`src/rtl/rtc_cfg.svh`:
```
// constants for the real-time clock / system timer
// assumes inclusion by bare name from every file that needs them
`ifndef RTC_CFG_SVH
`define RTC_CFG_SVH
// register addresses on the special function register port
`define RTC_CTRL_ADDR      8'hd1
`define RTC_RELOAD_HI_ADDR 8'hd2
`define RTC_RELOAD_LO_ADDR 8'hd3
// control register field positions
`define RTC_EN_BIT         0
`define RTC_IE_BIT         1
`define RTC_SEL_LO_BIT     5
`define RTC_SEL_HI_BIT     6
`define RTC_FLAG_BIT       7
// reset values
`define RTC_SEL_RST        2'h3
`define RTC_RELOAD_RST     8'h00
`define RTC_RDATA_RST      8'h00
// prescaler fill on every load
`define RTC_PRESCALE_ONES  7'h7f
// cpu oscillator codes and source select code
`define RTC_FOSC_RC        3'h3
`define RTC_FOSC_WD        3'h4
`define RTC_SEL_INTERNAL   2'h3
`endif

```
`src/rtl/rtc_pkg.sv`:
```
// types shared by the real-time clock / system timer files
// assumes rtc_cfg.svh supplies the numeric constants
package rtc_pkg;
   typedef logic [2:0] osc_sel_t;
   typedef logic [1:0] src_sel_t;
   // one-hot timer state
   typedef enum logic [1:0] {
      TMR_OFF = 2'b01,
      TMR_RUN = 2'b10
   } tmr_state_t;
endpackage

```
`src/rtl/rtc_system_timer.sv`:
```
// real-time clock / system timer: 23-bit down counter with reload
// assumes rst is the power-on reset and the sfr port is on core_clk
//
// Function
// - counter is 23 bits: 7-bit prescaler low, 16-bit down counter high
// - counter held at all zeros while timer enable is zero
// - enable written one loads reload bytes and all-ones prescaler
// - at all zeros counter reloads and underflow flag sets
// - high reload byte is bits 22:15, low reload byte bits 14:7
// - crystal or external cpu clock: timer uses cpu clock
// - source select bits 6:5 honoured only for internal cpu oscillators
// - codes 00..10 pick external input, 11 internal oscillator path
// - source select writes ignored while enabled; software clears first
// - interrupt needs local, shared and global enables all set
// - underflow flag wakes the chip from power-down
// - only power-on reset returns timer and registers to defaults
// - timer power-down bit stops and clears timer regardless of enable
// - underflow flag in bit 7 sets at zero, sticks, software clears
// - flag stays readable so software can tell shared interrupt apart
// - control at d1h: enable 0, irq enable 1, select 6:5, flag 7
`timescale 1ns/1ps
`include "rtc_cfg.svh"
module rtc_system_timer #(
   parameter int PRE_W = 7,
   parameter int HI_W  = 16
) (
   input  wire logic              core_clk,
   input  wire logic              rst,
   input  wire logic [7:0]        sfr_addr,
   input  wire logic              sfr_wr,
   input  wire logic              sfr_rd,
   input  wire logic [7:0]        sfr_wdata,
   output logic [7:0]             sfr_rdata,
   input  wire logic              ext_clock_in,
   input  wire logic              cpu_clk_en,
   input  wire logic              int_osc_tick,
   input  wire logic              int_osc_div_tick,
   input  wire rtc_pkg::osc_sel_t cpu_oscillator_select,
   input  wire logic              rc_clock_option,
   input  wire logic              timer_power_down,
   input  wire logic              shared_wdog_timer_irq_enable,
   input  wire logic              global_irq_enable,
   output logic                   timer_irq,
   output logic                   wake_request,
   output logic [PRE_W+HI_W-1:0]  timer_count
);
   import rtc_pkg::*;

   localparam int CNT_W = PRE_W + HI_W;

   ////////////////////////////////////////////////////////////////////
   // declarations

   logic [7:0]       reload_high_byte_q;
   logic [7:0]       reload_low_byte_q;
   logic             timer_enable_q;
   logic             timer_irq_enable_q;
   src_sel_t         source_select_q;
   logic             underflow_flag_q;
   logic [CNT_W-1:0] count_q;
   logic [CNT_W-1:0] count_d;
   tmr_state_t       state_q;
   tmr_state_t       state_d;
   logic             timer_tick;
   logic [7:0]       rdata_d;

   // reload image used by both start and wrap
   function automatic logic [CNT_W-1:0] reload_image(input logic [7:0] hi,
                                                     input logic [7:0] lo);
      reload_image = {hi, lo, `RTC_PRESCALE_ONES};
   endfunction

   ////////////////////////////////////////////////////////////////////
   // register port decode

   wire wr_ctrl = sfr_wr & (sfr_addr == `RTC_CTRL_ADDR);
   wire wr_hi   = sfr_wr & (sfr_addr == `RTC_RELOAD_HI_ADDR);
   wire wr_lo   = sfr_wr & (sfr_addr == `RTC_RELOAD_LO_ADDR);
   wire rd_ctrl = sfr_rd & (sfr_addr == `RTC_CTRL_ADDR);
   wire rd_hi   = sfr_rd & (sfr_addr == `RTC_RELOAD_HI_ADDR);
   wire rd_lo   = sfr_rd & (sfr_addr == `RTC_RELOAD_LO_ADDR);

   // next control bits
   wire en_d    = wr_ctrl ? sfr_wdata[`RTC_EN_BIT] : timer_enable_q;
   wire ie_d    = wr_ctrl ? sfr_wdata[`RTC_IE_BIT] : timer_irq_enable_q;
   wire sel_wr  = wr_ctrl & ~timer_enable_q;
   wire [1:0] sel_wdata = sfr_wdata[`RTC_SEL_HI_BIT:`RTC_SEL_LO_BIT];
   wire flag_clr = wr_ctrl & ~sfr_wdata[`RTC_FLAG_BIT];

   // control register image, reserved bits read zero
   wire [7:0] ctrl_image = {underflow_flag_q, source_select_q, 3'h0,
                            timer_irq_enable_q, timer_enable_q};

   ////////////////////////////////////////////////////////////////////
   // timer control sequencing

   // counter runs only when enabled and not powered down
   wire run_d    = en_d & ~timer_power_down;
   wire start    = run_d & (state_q == TMR_OFF);
   wire wrap     = timer_tick & (state_q == TMR_RUN) & run_d &
                   (count_q == '0);
   wire step     = timer_tick & (state_q == TMR_RUN) & run_d &
                   (count_q != '0);

   // state: off until started, back to off when stopped
   always_comb begin
      state_d = state_q;
      case (state_q)
         TMR_OFF: begin
            if (run_d) begin
               state_d = TMR_RUN;
            end
         end
         TMR_RUN: begin
            if (!run_d) begin
               state_d = TMR_OFF;
            end
         end
         default: begin
            state_d = TMR_OFF;
         end
      endcase
   end

   // counter next value: clear, load, reload or decrement
   always_comb begin
      if (!run_d) begin
         count_d = '0;
      end else if (start || wrap) begin
         count_d = reload_image(reload_high_byte_q, reload_low_byte_q);
      end else if (step) begin
         count_d = count_q - CNT_W'(1);
      end else begin
         count_d = count_q;
      end
   end

   ////////////////////////////////////////////////////////////////////
   // clock source selection

   rtc_clock_select u_clock_select (
      .core_clk              (core_clk),
      .rst                   (rst),
      .ext_clock_in          (ext_clock_in),
      .cpu_clk_en            (cpu_clk_en),
      .int_osc_tick          (int_osc_tick),
      .int_osc_div_tick      (int_osc_div_tick),
      .cpu_oscillator_select (cpu_oscillator_select),
      .rc_clock_option       (rc_clock_option),
      .source_select         (source_select_q),
      .timer_tick            (timer_tick)
   );

   ////////////////////////////////////////////////////////////////////
   // registers, reset only by power-on reset

   // reload bytes
   always_ff @(posedge core_clk) begin
      if (rst) begin
         reload_high_byte_q <= `RTC_RELOAD_RST;
         reload_low_byte_q  <= `RTC_RELOAD_RST;
      end else begin
         if (wr_hi) begin
            reload_high_byte_q <= sfr_wdata;
         end
         if (wr_lo) begin
            reload_low_byte_q <= sfr_wdata;
         end
      end
   end

   // control bits
   always_ff @(posedge core_clk) begin
      if (rst) begin
         timer_enable_q     <= 1'b0;
         timer_irq_enable_q <= 1'b0;
         source_select_q    <= `RTC_SEL_RST;
      end else begin
         timer_enable_q     <= en_d;
         timer_irq_enable_q <= ie_d;
         if (sel_wr) begin
            source_select_q <= sel_wdata;
         end
      end
   end

   // sticky underflow flag, set beats software clear
   always_ff @(posedge core_clk) begin
      if (rst) begin
         underflow_flag_q <= 1'b0;
      end else if (wrap) begin
         underflow_flag_q <= 1'b1;
      end else if (flag_clr) begin
         underflow_flag_q <= 1'b0;
      end
   end

   // counter and state; nothing here looks at chip power-down
   always_ff @(posedge core_clk) begin
      if (rst) begin
         count_q <= '0;
         state_q <= TMR_OFF;
      end else begin
         count_q <= count_d;
         state_q <= state_d;
      end
   end

   ////////////////////////////////////////////////////////////////////
   // read data and outputs

   // read mux, unmapped addresses read zero
   assign rdata_d = rd_ctrl ? ctrl_image :
                    rd_hi   ? reload_high_byte_q :
                    rd_lo   ? reload_low_byte_q :
                    `RTC_RDATA_RST;

   // outputs straight from flops
   wire irq_d = underflow_flag_q & timer_irq_enable_q &
                shared_wdog_timer_irq_enable & global_irq_enable;

   always_ff @(posedge core_clk) begin
      if (rst) begin
         sfr_rdata    <= `RTC_RDATA_RST;
         timer_irq    <= 1'b0;
         wake_request <= 1'b0;
         timer_count  <= '0;
      end else begin
         sfr_rdata    <= rdata_d;
         timer_irq    <= irq_d;
         wake_request <= underflow_flag_q;
         timer_count  <= count_q;
      end
   end
endmodule

```
`src/rtl/rtc_clock_select.sv`:
```
// timer clock source selection, producing one-cycle count enables
// assumes core_clk is faster than every source; ext_clock_in is a pin
`timescale 1ns/1ps
`include "rtc_cfg.svh"
module rtc_clock_select (
   input  wire logic              core_clk,
   input  wire logic              rst,
   input  wire logic              ext_clock_in,
   input  wire logic              cpu_clk_en,
   input  wire logic              int_osc_tick,
   input  wire logic              int_osc_div_tick,
   input  wire rtc_pkg::osc_sel_t cpu_oscillator_select,
   input  wire logic              rc_clock_option,
   input  wire rtc_pkg::src_sel_t source_select,
   output logic                   timer_tick
);
   import rtc_pkg::*;

   logic ext_s1_q;
   logic ext_s2_q;
   logic ext_s3_q;
   logic timer_tick_d;

   // two-stage synchroniser, third stage only for edge detection
   always_ff @(posedge core_clk) begin
      if (rst) begin
         ext_s1_q <= 1'b0;
         ext_s2_q <= 1'b0;
         ext_s3_q <= 1'b0;
      end else begin
         ext_s1_q <= ext_clock_in;
         ext_s2_q <= ext_s1_q;
         ext_s3_q <= ext_s2_q;
      end
   end

   // selection only honoured when an internal oscillator runs the cpu
   wire ext_rise    = ext_s2_q & ~ext_s3_q;
   wire int_cpu_clk = (cpu_oscillator_select == `RTC_FOSC_RC) |
                      (cpu_oscillator_select == `RTC_FOSC_WD) |
                      rc_clock_option;
   wire int_pick    = (source_select == `RTC_SEL_INTERNAL);
   wire int_src     = rc_clock_option ? int_osc_tick : int_osc_div_tick;
   wire sel_src     = int_pick ? int_src : ext_rise;
   assign timer_tick_d = int_cpu_clk ? sel_src : cpu_clk_en;

   // registered enable pulse
   always_ff @(posedge core_clk) begin
      if (rst) begin
         timer_tick <= 1'b0;
      end else begin
         timer_tick <= timer_tick_d;
      end
   end
endmodule

```
`config.mk`:
```
export PLATFORM = sky130hd
export DESIGN_NAME = rtc_system_timer
export DESIGN_NICKNAME = d
export VERILOG_FILES = /design/src/rtl/rtc_pkg.sv /design/src/rtl/rtc_system_timer.sv /design/src/rtl/rtc_clock_select.sv
export VERILOG_INCLUDE_DIRS = /design/src /design/src/rtl
export SDC_FILE = /design/constraint.sdc
export NUM_CORES = 1
export LEC_CHECK = 0
export BUFFER_PORTS_ARGS = -buffer_cell sky130_fd_sc_hd__buf_2
export CELL_PAD_IN_SITES_DETAIL_PLACEMENT = 1
export CELL_PAD_IN_SITES_GLOBAL_PLACEMENT = 1
export CORE_UTILIZATION = 45
export CTS_CLUSTER_DIAMETER = 60
export CTS_CLUSTER_SIZE = 12
export DETAILED_ROUTE_END_ITERATION = 7
export GPL_TIMING_DRIVEN = 0
export PLACE_DENSITY_LB_ADDON = 0.25
export SLEW_MARGIN = 20
export SYNTH_ARGS = -nofsm -noshare
export SYNTH_HDL_FRONTEND = slang
export SYNTH_SLANG_ARGS = --single-unit
```
`constraint.sdc`:
```
create_clock -name core_clk -period 5.3 [get_ports core_clk]
set_clock_uncertainty 0.15 [all_clocks]
set_input_delay 0.53 -clock core_clk [delete_from_list [all_inputs] [get_ports core_clk]]
set_output_delay 0.53 -clock core_clk [all_outputs]
set_load 0.05 [all_outputs]
```
# After elaboration in Yosys (flattened, before gate mapping)
# Cells that the tools add are included.
[classes] muxes=14 n_eq_ne=10 n_addsub=1 n_reduce_logical=8 n_bitwise=25
[ops] operator="$mux W23" count=2
[ops] operator="$eq A8 B8 Y1 const B" count=3
[ops] operator="$mux W8" count=3
[ops] operator="$logic_not A23 Y1" count=1
[ops] operator="$reduce_bool A23 Y1" count=1
[ops] operator="$sub A23 B1 Y23 const B" count=1
[ops] operator="$and A1 B1 Y1" count=18
[ops] operator="$mux W1" count=6
[ops] operator="$not A1 Y1" count=5
[ops] operator="$eq A2 B2 Y1 const B" count=2
[ops] operator="$mux W2" count=2
[ops] operator="$ne A2 B2 Y1 const B" count=2
[ops] operator="$pmux W2 S2" count=1
[ops] operator="$reduce_bool A2 Y1" count=2
[ops] operator="$reduce_or A2 Y1" count=2
[ops] operator="$eq A3 B2 Y1 const B" count=1
[ops] operator="$eq A3 B3 Y1 const B" count=1
[ops] operator="$eq A2 B1 Y1 const B" count=1
[ops] operator="$or A1 B1 Y1" count=2
[ops] operator="$reduce_and A2 Y1" count=1
[ops] operator="$logic_or A1 B1 Y1" count=1
[totals] output_inout_bits=33 ff_bits=83 elab_cells=75 input_bits=31

# Longest topological paths before layout
# Gate-level depths: netlist of the first run.
[logic_depth] depth_word=8 mapped_depth=9

# By module
# Synthesis of the first run repeated with hierarchy kept, for this count alone.
[hier_totals] hier_cells=347 area_unflattened_um2=3337.0
[by_module_without_submodules] module="rtc_system_timer" area_per_inst_um2=3165.5 cells_each=330 instances=1
[by_module_without_submodules] module="rtc_clock_select" area_per_inst_um2=171.4 cells_each=17 instances=1

# Least setup slack after synthesis of the first run
# Ideal clock, no wire load.
[synth_path] path_kind="input port to flip-flop" start="input port sfr_addr[3]" end="register count_q[7]" n_path_buf=0 setup_time_ps=124 arrival_time_ps=2482 path_slack_ps=2544 stages=6 t_required_ps=5026 path_cell_list="or4b_4 > nor3_4 > mux2i_1 > nor2_1 > a222oi_1 > nor2_1"
[synth_between] elab_chain_cells=8 word_cells_on_any_way=13 classes_between="eq/ne (1); mux (2); bitwise (7); reduce/logical (3)"
[synth_rtl] item="start, declared" line="rtc_system_timer.sv:29" source="input wire logic [7:0] sfr_addr,"
[synth_rtl] item="$eq A8 B8 Y1 (no line) (*)"
[synth_rtl] item="$and A1 B1 Y1 (*)" line="rtc_system_timer.sv:76" source="wire wr_ctrl = sfr_wr & (sfr_addr == `RTC_CTRL_ADDR);"
[synth_rtl] item="$mux W1 (*)" line="rtc_system_timer.sv:84" source="wire en_d = wr_ctrl ? sfr_wdata[`RTC_EN_BIT] : timer_enable_q;"
[synth_rtl] item="$and A1 B1 Y1 (*)" line="rtc_system_timer.sv:98" source="wire run_d = en_d & ~timer_power_down;"
[synth_rtl] item="$and A1 B1 Y1" line="rtc_system_timer.sv:100, rtc_system_timer.sv:102"
[synth_rtl] item="$and A1 B1 Y1" line="rtc_system_timer.sv:100" source="wire wrap = timer_tick & (state_q == TMR_RUN) & run_d &"
[synth_rtl] item="$logic_or A1 B1 Y1" line="rtc_system_timer.sv:129" source="end else if (start || wrap) begin"
[synth_rtl] item="$mux W23 or $reduce_bool A2 Y1 (tied branches)"
[synth_rtl] item="end signal, assigned" line="rtc_system_timer.sv:204" source="count_q <= count_d;"
[synth_rtl] item="end, declared" line="rtc_system_timer.sv:60" source="logic [CNT_W-1:0] count_q;"
# Mark *: on every way between the ends. The rest lies on a longest branch, timed or not.
# A chain may end at the register's enable or synchronous reset.

# Worst setup path after layout of the first run
[layout_path] start="input port sfr_addr[3]" end="register count_q[19]"
# Same word-level chain as after synthesis.

==> results of run 1 <==
metrics by stage:
step	area [sq um]	instances	hold WS [ns]
3_3_place_gp	3824	523	0.2691
2_1_floorplan	3385	361	0.2638
4_1_cts	4019	539	0.2244
5_1_grt	4019	539	0.2824
6_report	4019	539	0.2358
3_5_place_dp	3824	523	0.3051
cell type report:
cell class              instances  area (sq um)  share of cell area, %
flip-flops and latches         83          1662                  41.34
well taps                      99         123.9                  3.082
plain buffers                  16         75.07                  1.868
multi-input cells             256          1625                  40.44
inverters                       6         22.52                 0.5604
repair buffers                 63         315.3                  7.846
clock inverters                 4         50.05                  1.245
clock buffers                  12         145.1                  3.611
how the worst max path moves through the flow:
stage,from,end,slack [ns]
2_1_floorplan,sfr_addr[3],count_q[7],2.54
5_1_grt,sfr_addr[3],count_q[19],1.96
6_report,sfr_addr[3],count_q[19],2.12
4_1_cts,sfr_addr[3],count_q[19],2.14
3_3_place_gp,sfr_addr[3],count_q[19],1.84
3_5_place_dp,sfr_addr[3],count_q[7],1.79
kinds of logic (layout without fill, tap and decap cells):
kind of cell    after synthesis  in the layout  share of synthesized area, %
simple gates                151            151                         24.07
flops                        83             83                         49.09
compound gates               72             72                         14.27
mux                          23             23                         6.987
buf+inv                      22            101                         2.883
xor+xnor                      9              9                         2.329
fa+ha+maj                     1              1                        0.3696
layer usage:
| metal | part of all wire (%) | global-route usage (%) | vias up |
|---|---|---|---|
| met2 | 49 | 42.38 | 103 |
| met1 | 44 | 31.97 | 1440 |
| met4 | 1.7 | 11.44 | 0 |
| li1 | - | - | 1443 |
| met5 | 0 | 0 | - |
| met3 | 5.7 | 3.731 | 13 |
sequential cells by signal, indices dropped and copies added (netlist names):
name and flops:
u_clock_select.ext_s2_q 1, timer_count 23, source_select_q 2, u_clock_select.timer_tick 1
underflow_flag_q 1, timer_irq_enable_q 1, timer_enable_q 1, state_q 2
reload_high_byte_q 8, timer_irq 1, count_q 23, u_clock_select.ext_s3_q 1
sfr_rdata 8, u_clock_select.ext_s1_q 1, wake_request 1, reload_low_byte_q 8
power by group:
| group | switching, mW | internal, mW |
|---|---|---|
| clock network | 0.221 | 0.230 |
| registers | 0.000907 | 0.625 |
| logic | 0.0189 | 0.0131 |
Yosys cell counts (3+ instances only):
cell / count
a21oi_1: 16
a222oi_1: 6
a22oi_1: 5
a311oi_1: 3
a31oi_1: 6
buf_2: 3
clkbuf_1: 11
dfxtp_1: 83
inv_1: 6
mux2i_1: 21
nand2_1: 17
nand3b_1: 4
nand4_1: 4
nor2_1: 51
nor2b_1: 32
nor3_1: 12
nor4_1: 8
o21ai_0: 20
xnor2_1: 7
worst max-delay path, delay by kind of cell:
family / cells / cell delay, ns
compound gates: 2 / 0.41
mux: 1 / 0.79
simple gates: 2 / 0.98
buf+inv: 2 / 0.59
==> impl_metrics.yaml, run 1 <==
floorplanning:
  dieArea_sq_um: 7872
  die_h_um: 88.73
  row_count: 31
  io_pins: 64
  fp.coreArea_sq_um: 7253
  start_util_pct: 46.66
  die_width_um: 88.73
yosys:
  synth_top_area_share_pct: 49.09
  ys_ff_latch: 83
  synth_fp_nets: 393
  synthTopCellsByArea: "dfxtp_1, mux2i_1, nor2b_1, nor2_1, o21ai_0"
  yosysSeqAreaShare_pct: 49.09
  synth-async-reset-ratio_pct: 0
  synth_edf_count: 0
  synthesis.area_sq_um: 3384
  yosysTopAreaCell: "dfxtp_1"
  synthCells: 361
  yosys_most_used_dff: "dfxtp_1"
  postSynthAreaPerCell_sq_um: 9.375
  yosysWarnings: 0
  synth_cell_types: 55
hold_path:
  worstHoldStart: "ext_clock_in"
  hold_path_depth: 2
  min_to: "u_clock_select.ext_s1_q"
  hp-class: "in2reg"
flow_run:
  drv_cap: 0
layout:
  final_cell_mix: "dfxtp_1, buf_2, nor2_1"
  fillCellCount: 891
  fin_util_pct: 55.41
  diodes: 0
  areaGrowthSynthToFinish_pct: 18.74
  fin_nets: 467
  drive_gt1_share_pct: 21.14
  final_common_cell: "dfxtp_1"
drt:
  detail_route.wl_per_cell_um: 17.03
  drt_iter0_drc: 184
  drtPass1Iterations: 4
  vias: 2999
  viasPerCell: 5.564
  drc: 0
  drt-total-wl_um: 9179
  ant_nets: 0
setup_path:
  r2r_end: "count_q[7]"
  worstPathRequired_ns: 5.43
  critPathMaxStageDelay_ns: 0.79
  critical_path_arrival_ns: 3.31
  slowest_stage: "mux2i_1"
  rrSetupSlack_ns: 2.27
  crit_chain: "buf_2 > or4b_4 > nor3_4 > mux2i_1 > clkbuf_1 > o21ai_0 > a31oi_1"
  reg2reg_depth: 9
  cp_max_fo: 10
  timing.rr.start: "count_q[1]"
  critical_path_class: "in2reg"
  cp-start-kind: "input port"
  cp-end-kind: "register"
place:
  port_buffers: 63
  hpwl_um: 6618
  post-place-ws_ns: 1.787
  globalplace.congestion: 0.8864
timing:
  rsz0062_at_grt: "false"
  fin_crit_ns: 3.175
  setup_viol: 0
  setup_ws_ns: 2.125
  final.setup.tns_ns: 0
  maxSlewHeadroom_pct: 27.79
  hold_violations: 0
  timing.final.crit_share_pct: 59.91
  fmax_mhz: 314.9
  slew_viol_final: 0
  worstMarginPinSlew_ns: 1.075
cts:
  ctsRootBufferMaster: "clkbuf_8"
  cts_tree: "yes"
  clkSlewWorstSetupHoldPaths_ns: 0.08
  clkLatencyLatePin_ns: 0.36
  h-tree-depth: 3
  cts-buffers-inserted: 9
  postCtsSetupBuffers: 0
  postCtsHoldBufs: 0
  cts_max_path_buffers: 2
  cts_resized: 0
  clkSinkCount: 83
pwr:
  leakagePower_nw: 1.556
  ir_drop_uv: 140.3
  total_power_mw: 1.109
  powerDensity_nw_per_um2: 276.0
global_route:
  antenna_found_initial: 0
  grt_pass1_vias: 3023
  grt_max_degree: 14
  grt_pass1_wl_um: 14770
  track_usage_pct: 25.20
  overflow: 0
run_status:
  status: "finished, final reports clean"
Note: power is estimated with default switching activity, not from simulation.
==> run 2, diff against run 1 <==
--- a/config.mk
+++ b/config.mk
@@ -9,7 +9,7 @@
 export BUFFER_PORTS_ARGS = -buffer_cell sky130_fd_sc_hd__buf_2
 export CELL_PAD_IN_SITES_DETAIL_PLACEMENT = 1
 export CELL_PAD_IN_SITES_GLOBAL_PLACEMENT = 1
-export CORE_UTILIZATION = 45
+export CORE_UTILIZATION = 37
 export CTS_CLUSTER_DIAMETER = 60
 export CTS_CLUSTER_SIZE = 12
 export DETAILED_ROUTE_END_ITERATION = 7
==> constraint.sdc (replaced) <==
create_clock -name core_clk -period 2.6 [get_ports core_clk]
set_clock_uncertainty 0.15 [all_clocks]
set_input_delay 0.26 -clock core_clk [delete_from_list [all_inputs] [get_ports core_clk]]
set_output_delay 0.26 -clock core_clk [all_outputs]
set_load 0.05 [all_outputs]
==> run 2 against run 1 <==
  * The flow now finishes with violations (DRC, setup timing)
  * Worst hold slack got worse by 0.22 ns
  * Via count rose by 3.2%
  * Cell area rose by 5.1%
  * Global-route usage fell by 4.2 points
  * Highest routed layer unchanged
  * Sequential power rose by 100%
  * Non-clock buffer count rose by 13
  * First-iteration DRC count fell by 16%
==> impl_metrics.yaml, run 2 (synthesized netlist as in run 1, its figures left out) <==
run_status:
  status: "finished, violations left"
  violations: "DRC, setup timing"
layout:
  final_cells: 561
  top_regs: "count_q x23, timer_count x23"
  final_cell_mix: "dfxtp_1, buf_2, nor2_1"
  fillCellCount: 1026
  fin_nets: 480
  drive_gt1_share_pct: 26.27
  areaGrowthSynthToFinish_pct: 24.77
  final_common_cell: "dfxtp_1"
  diodes: 0
floorplanning:
  fp.coreArea_sq_um: 8806
  die_h_um: 97.64
  die_width_um: 97.64
  row_count: 34
  start_util_pct: 38.43
  io_pins: 64
  dieArea_sq_um: 9534
drt:
  drtPass1Iterations: 7
  vias: 3096
  drt_iter0_drc: 155
  viasPerCell: 5.519
  drt-total-wl_um: 9583
  detail_route.wl_per_cell_um: 17.08
  ant_nets: 0
  drc: 8
place:
  post-place-ws_ns: -0.6416
  port_buffers: 63
  globalplace.congestion: 0.8959
  dp.cells: 532
  hpwl_um: 6921
cts:
  cts_max_path_buffers: 2
  clkSlewWorstSetupHoldPaths_ns: 0.08
  cts-buffers-inserted: 9
  clkSinkCount: 83
  ctsRootBufferMaster: "clkbuf_8"
  cts_tree: "yes"
  clkLatencyLatePin_ns: 0.36
  h-tree-depth: 3
timing:
  setup_ws_ns: -0.05283
  slew_viol_final: 0
  hold_violations: 0
  fin_crit_ns: 2.653
  setup_viol: 3
  timing.final.crit_share_pct: 102.0
  hold_ws_ns: 0.01854
  final.setup.tns_ns: -0.09264
  maxSlewHeadroom_pct: 23.44
  fmax_mhz: 377.0
  rsz0062_at_grt: "true"
  worstMarginPinSlew_ns: 1.140
setup_path:
  cp-start-kind: "register"
  critical_path_arrival_ns: 2.75
  timing.rr.start: "count_q[0]"
  worstPathRequired_ns: 2.70
  rrSetupSlack_ns: -0.05
  cp_max_fo: 6
  cp-end-kind: "register"
  reg2reg_depth: 9
  r2r_end: "count_q[9]"
  critical_path_class: "reg2reg"
hold_path:
  hp-class: "in2reg"
  hold_path_depth: 2
  worstHoldStart: "rst"
  min_to: "wake_request"
global_route:
  grt_pass1_wl_um: 15500
  antenna_found_initial: 0
  overflow: 0
  grt_max_degree: 14
  track_usage_pct: 21.05
  grt_pass1_vias: 3067
pwr:
  ir_drop_uv: 258.1
  leakagePower_nw: 1.634
  total_power_mw: 2.209
  powerDensity_nw_per_um2: 523.0
flow_run:
  drv_cap: 0
==> run 2: changes by cell type in the layout (fill, tap and decap cells not counted), moves of 4 or more <==
cell           change
buf_4              +7
clkbuf_1           -4
dlygate4sd3_1      +4
o21ai_0            -4
o21ai_1            +4
==> run 2: routing by layer <==
metal  GRT usage (%)  wire length, um
met1           25.38             4233
met4           9.790              146
met2           35.24             4666
met3           5.108              537
met5               0                0
==> run 2: worst max-delay path, cell delays in order (launching register included) <==
cell     delay (ns)
dfxtp_4        0.37
inv_4          0.06
ha_4           0.14
or4b_4         0.48
or3_4          0.38
buf_8          0.14
o31a_4         0.32
mux2_4         0.31
a22oi_2        0.13
nor2_1         0.05
==> run 2: cell type report <==
cell class	instances	area (sq um)	share of cell area, %
Buffer	16	88.84	2.104
Clock inverter	4	25.02	0.5926
Clock buffer	12	155.1	3.674
Inverter	6	25.02	0.5926
Timing Repair Buffer	76	430.4	10.19
Sequential cell	83	1667	39.47
Multi-Input combinational cell	256	1697	40.18
Tap cell	108	135.1	3.200
==> run 2: how the worst max path moves through the flow <==
stage / from / end / slack, ns / depth (start not counted)
finish: count_q[0] / count_q[9] / -0.05 / 9
global route: count_q[0] / count_q[9] / -0.12 / 9
CTS: count_q[0] / count_q[9] / -0.04 / 9
detailed placement: sfr_addr[3] / count_q[7] / -0.64 / 7
global placement: sfr_addr[3] / count_q[19] / -0.59 / 7
floorplan: count_q[0] / count_q[9] / 0.03 / 9
==> run 2: power breakdown <==
| group | switching (mW) | leakage, nW | total (mW) | internal (mW) |
|---|---|---|---|---|
| registers | 0.00163 | 0.670 | 1.27 | 1.27 |
| clock network | 0.467 | 0.0884 | 0.864 | 0.396 |
| logic | 0.0400 | 0.875 | 0.0709 | 0.0309 |
==> run 2: timing repair <==
| action | 4_1_cts | 5_1_grt |
|---|---|---|
| hold endpoints to repair | 3 | 1 |
| hold buffers | 3 | 1 |
| pin swaps | 1 | 4 |
| gates resized for setup | 14 | 20 |
| setup endpoints to repair | 23 | 18 |
| setup buffers | 2 | 7 |
==> run 2: through the flow <==
step	utilization (%)	area (sq um)
after floorplan	-	3388
after global placement	43.59	3839
after detailed placement	43.59	3839
after CTS	46.80	4121
after global routing	47.95	4223
final	47.95	4223
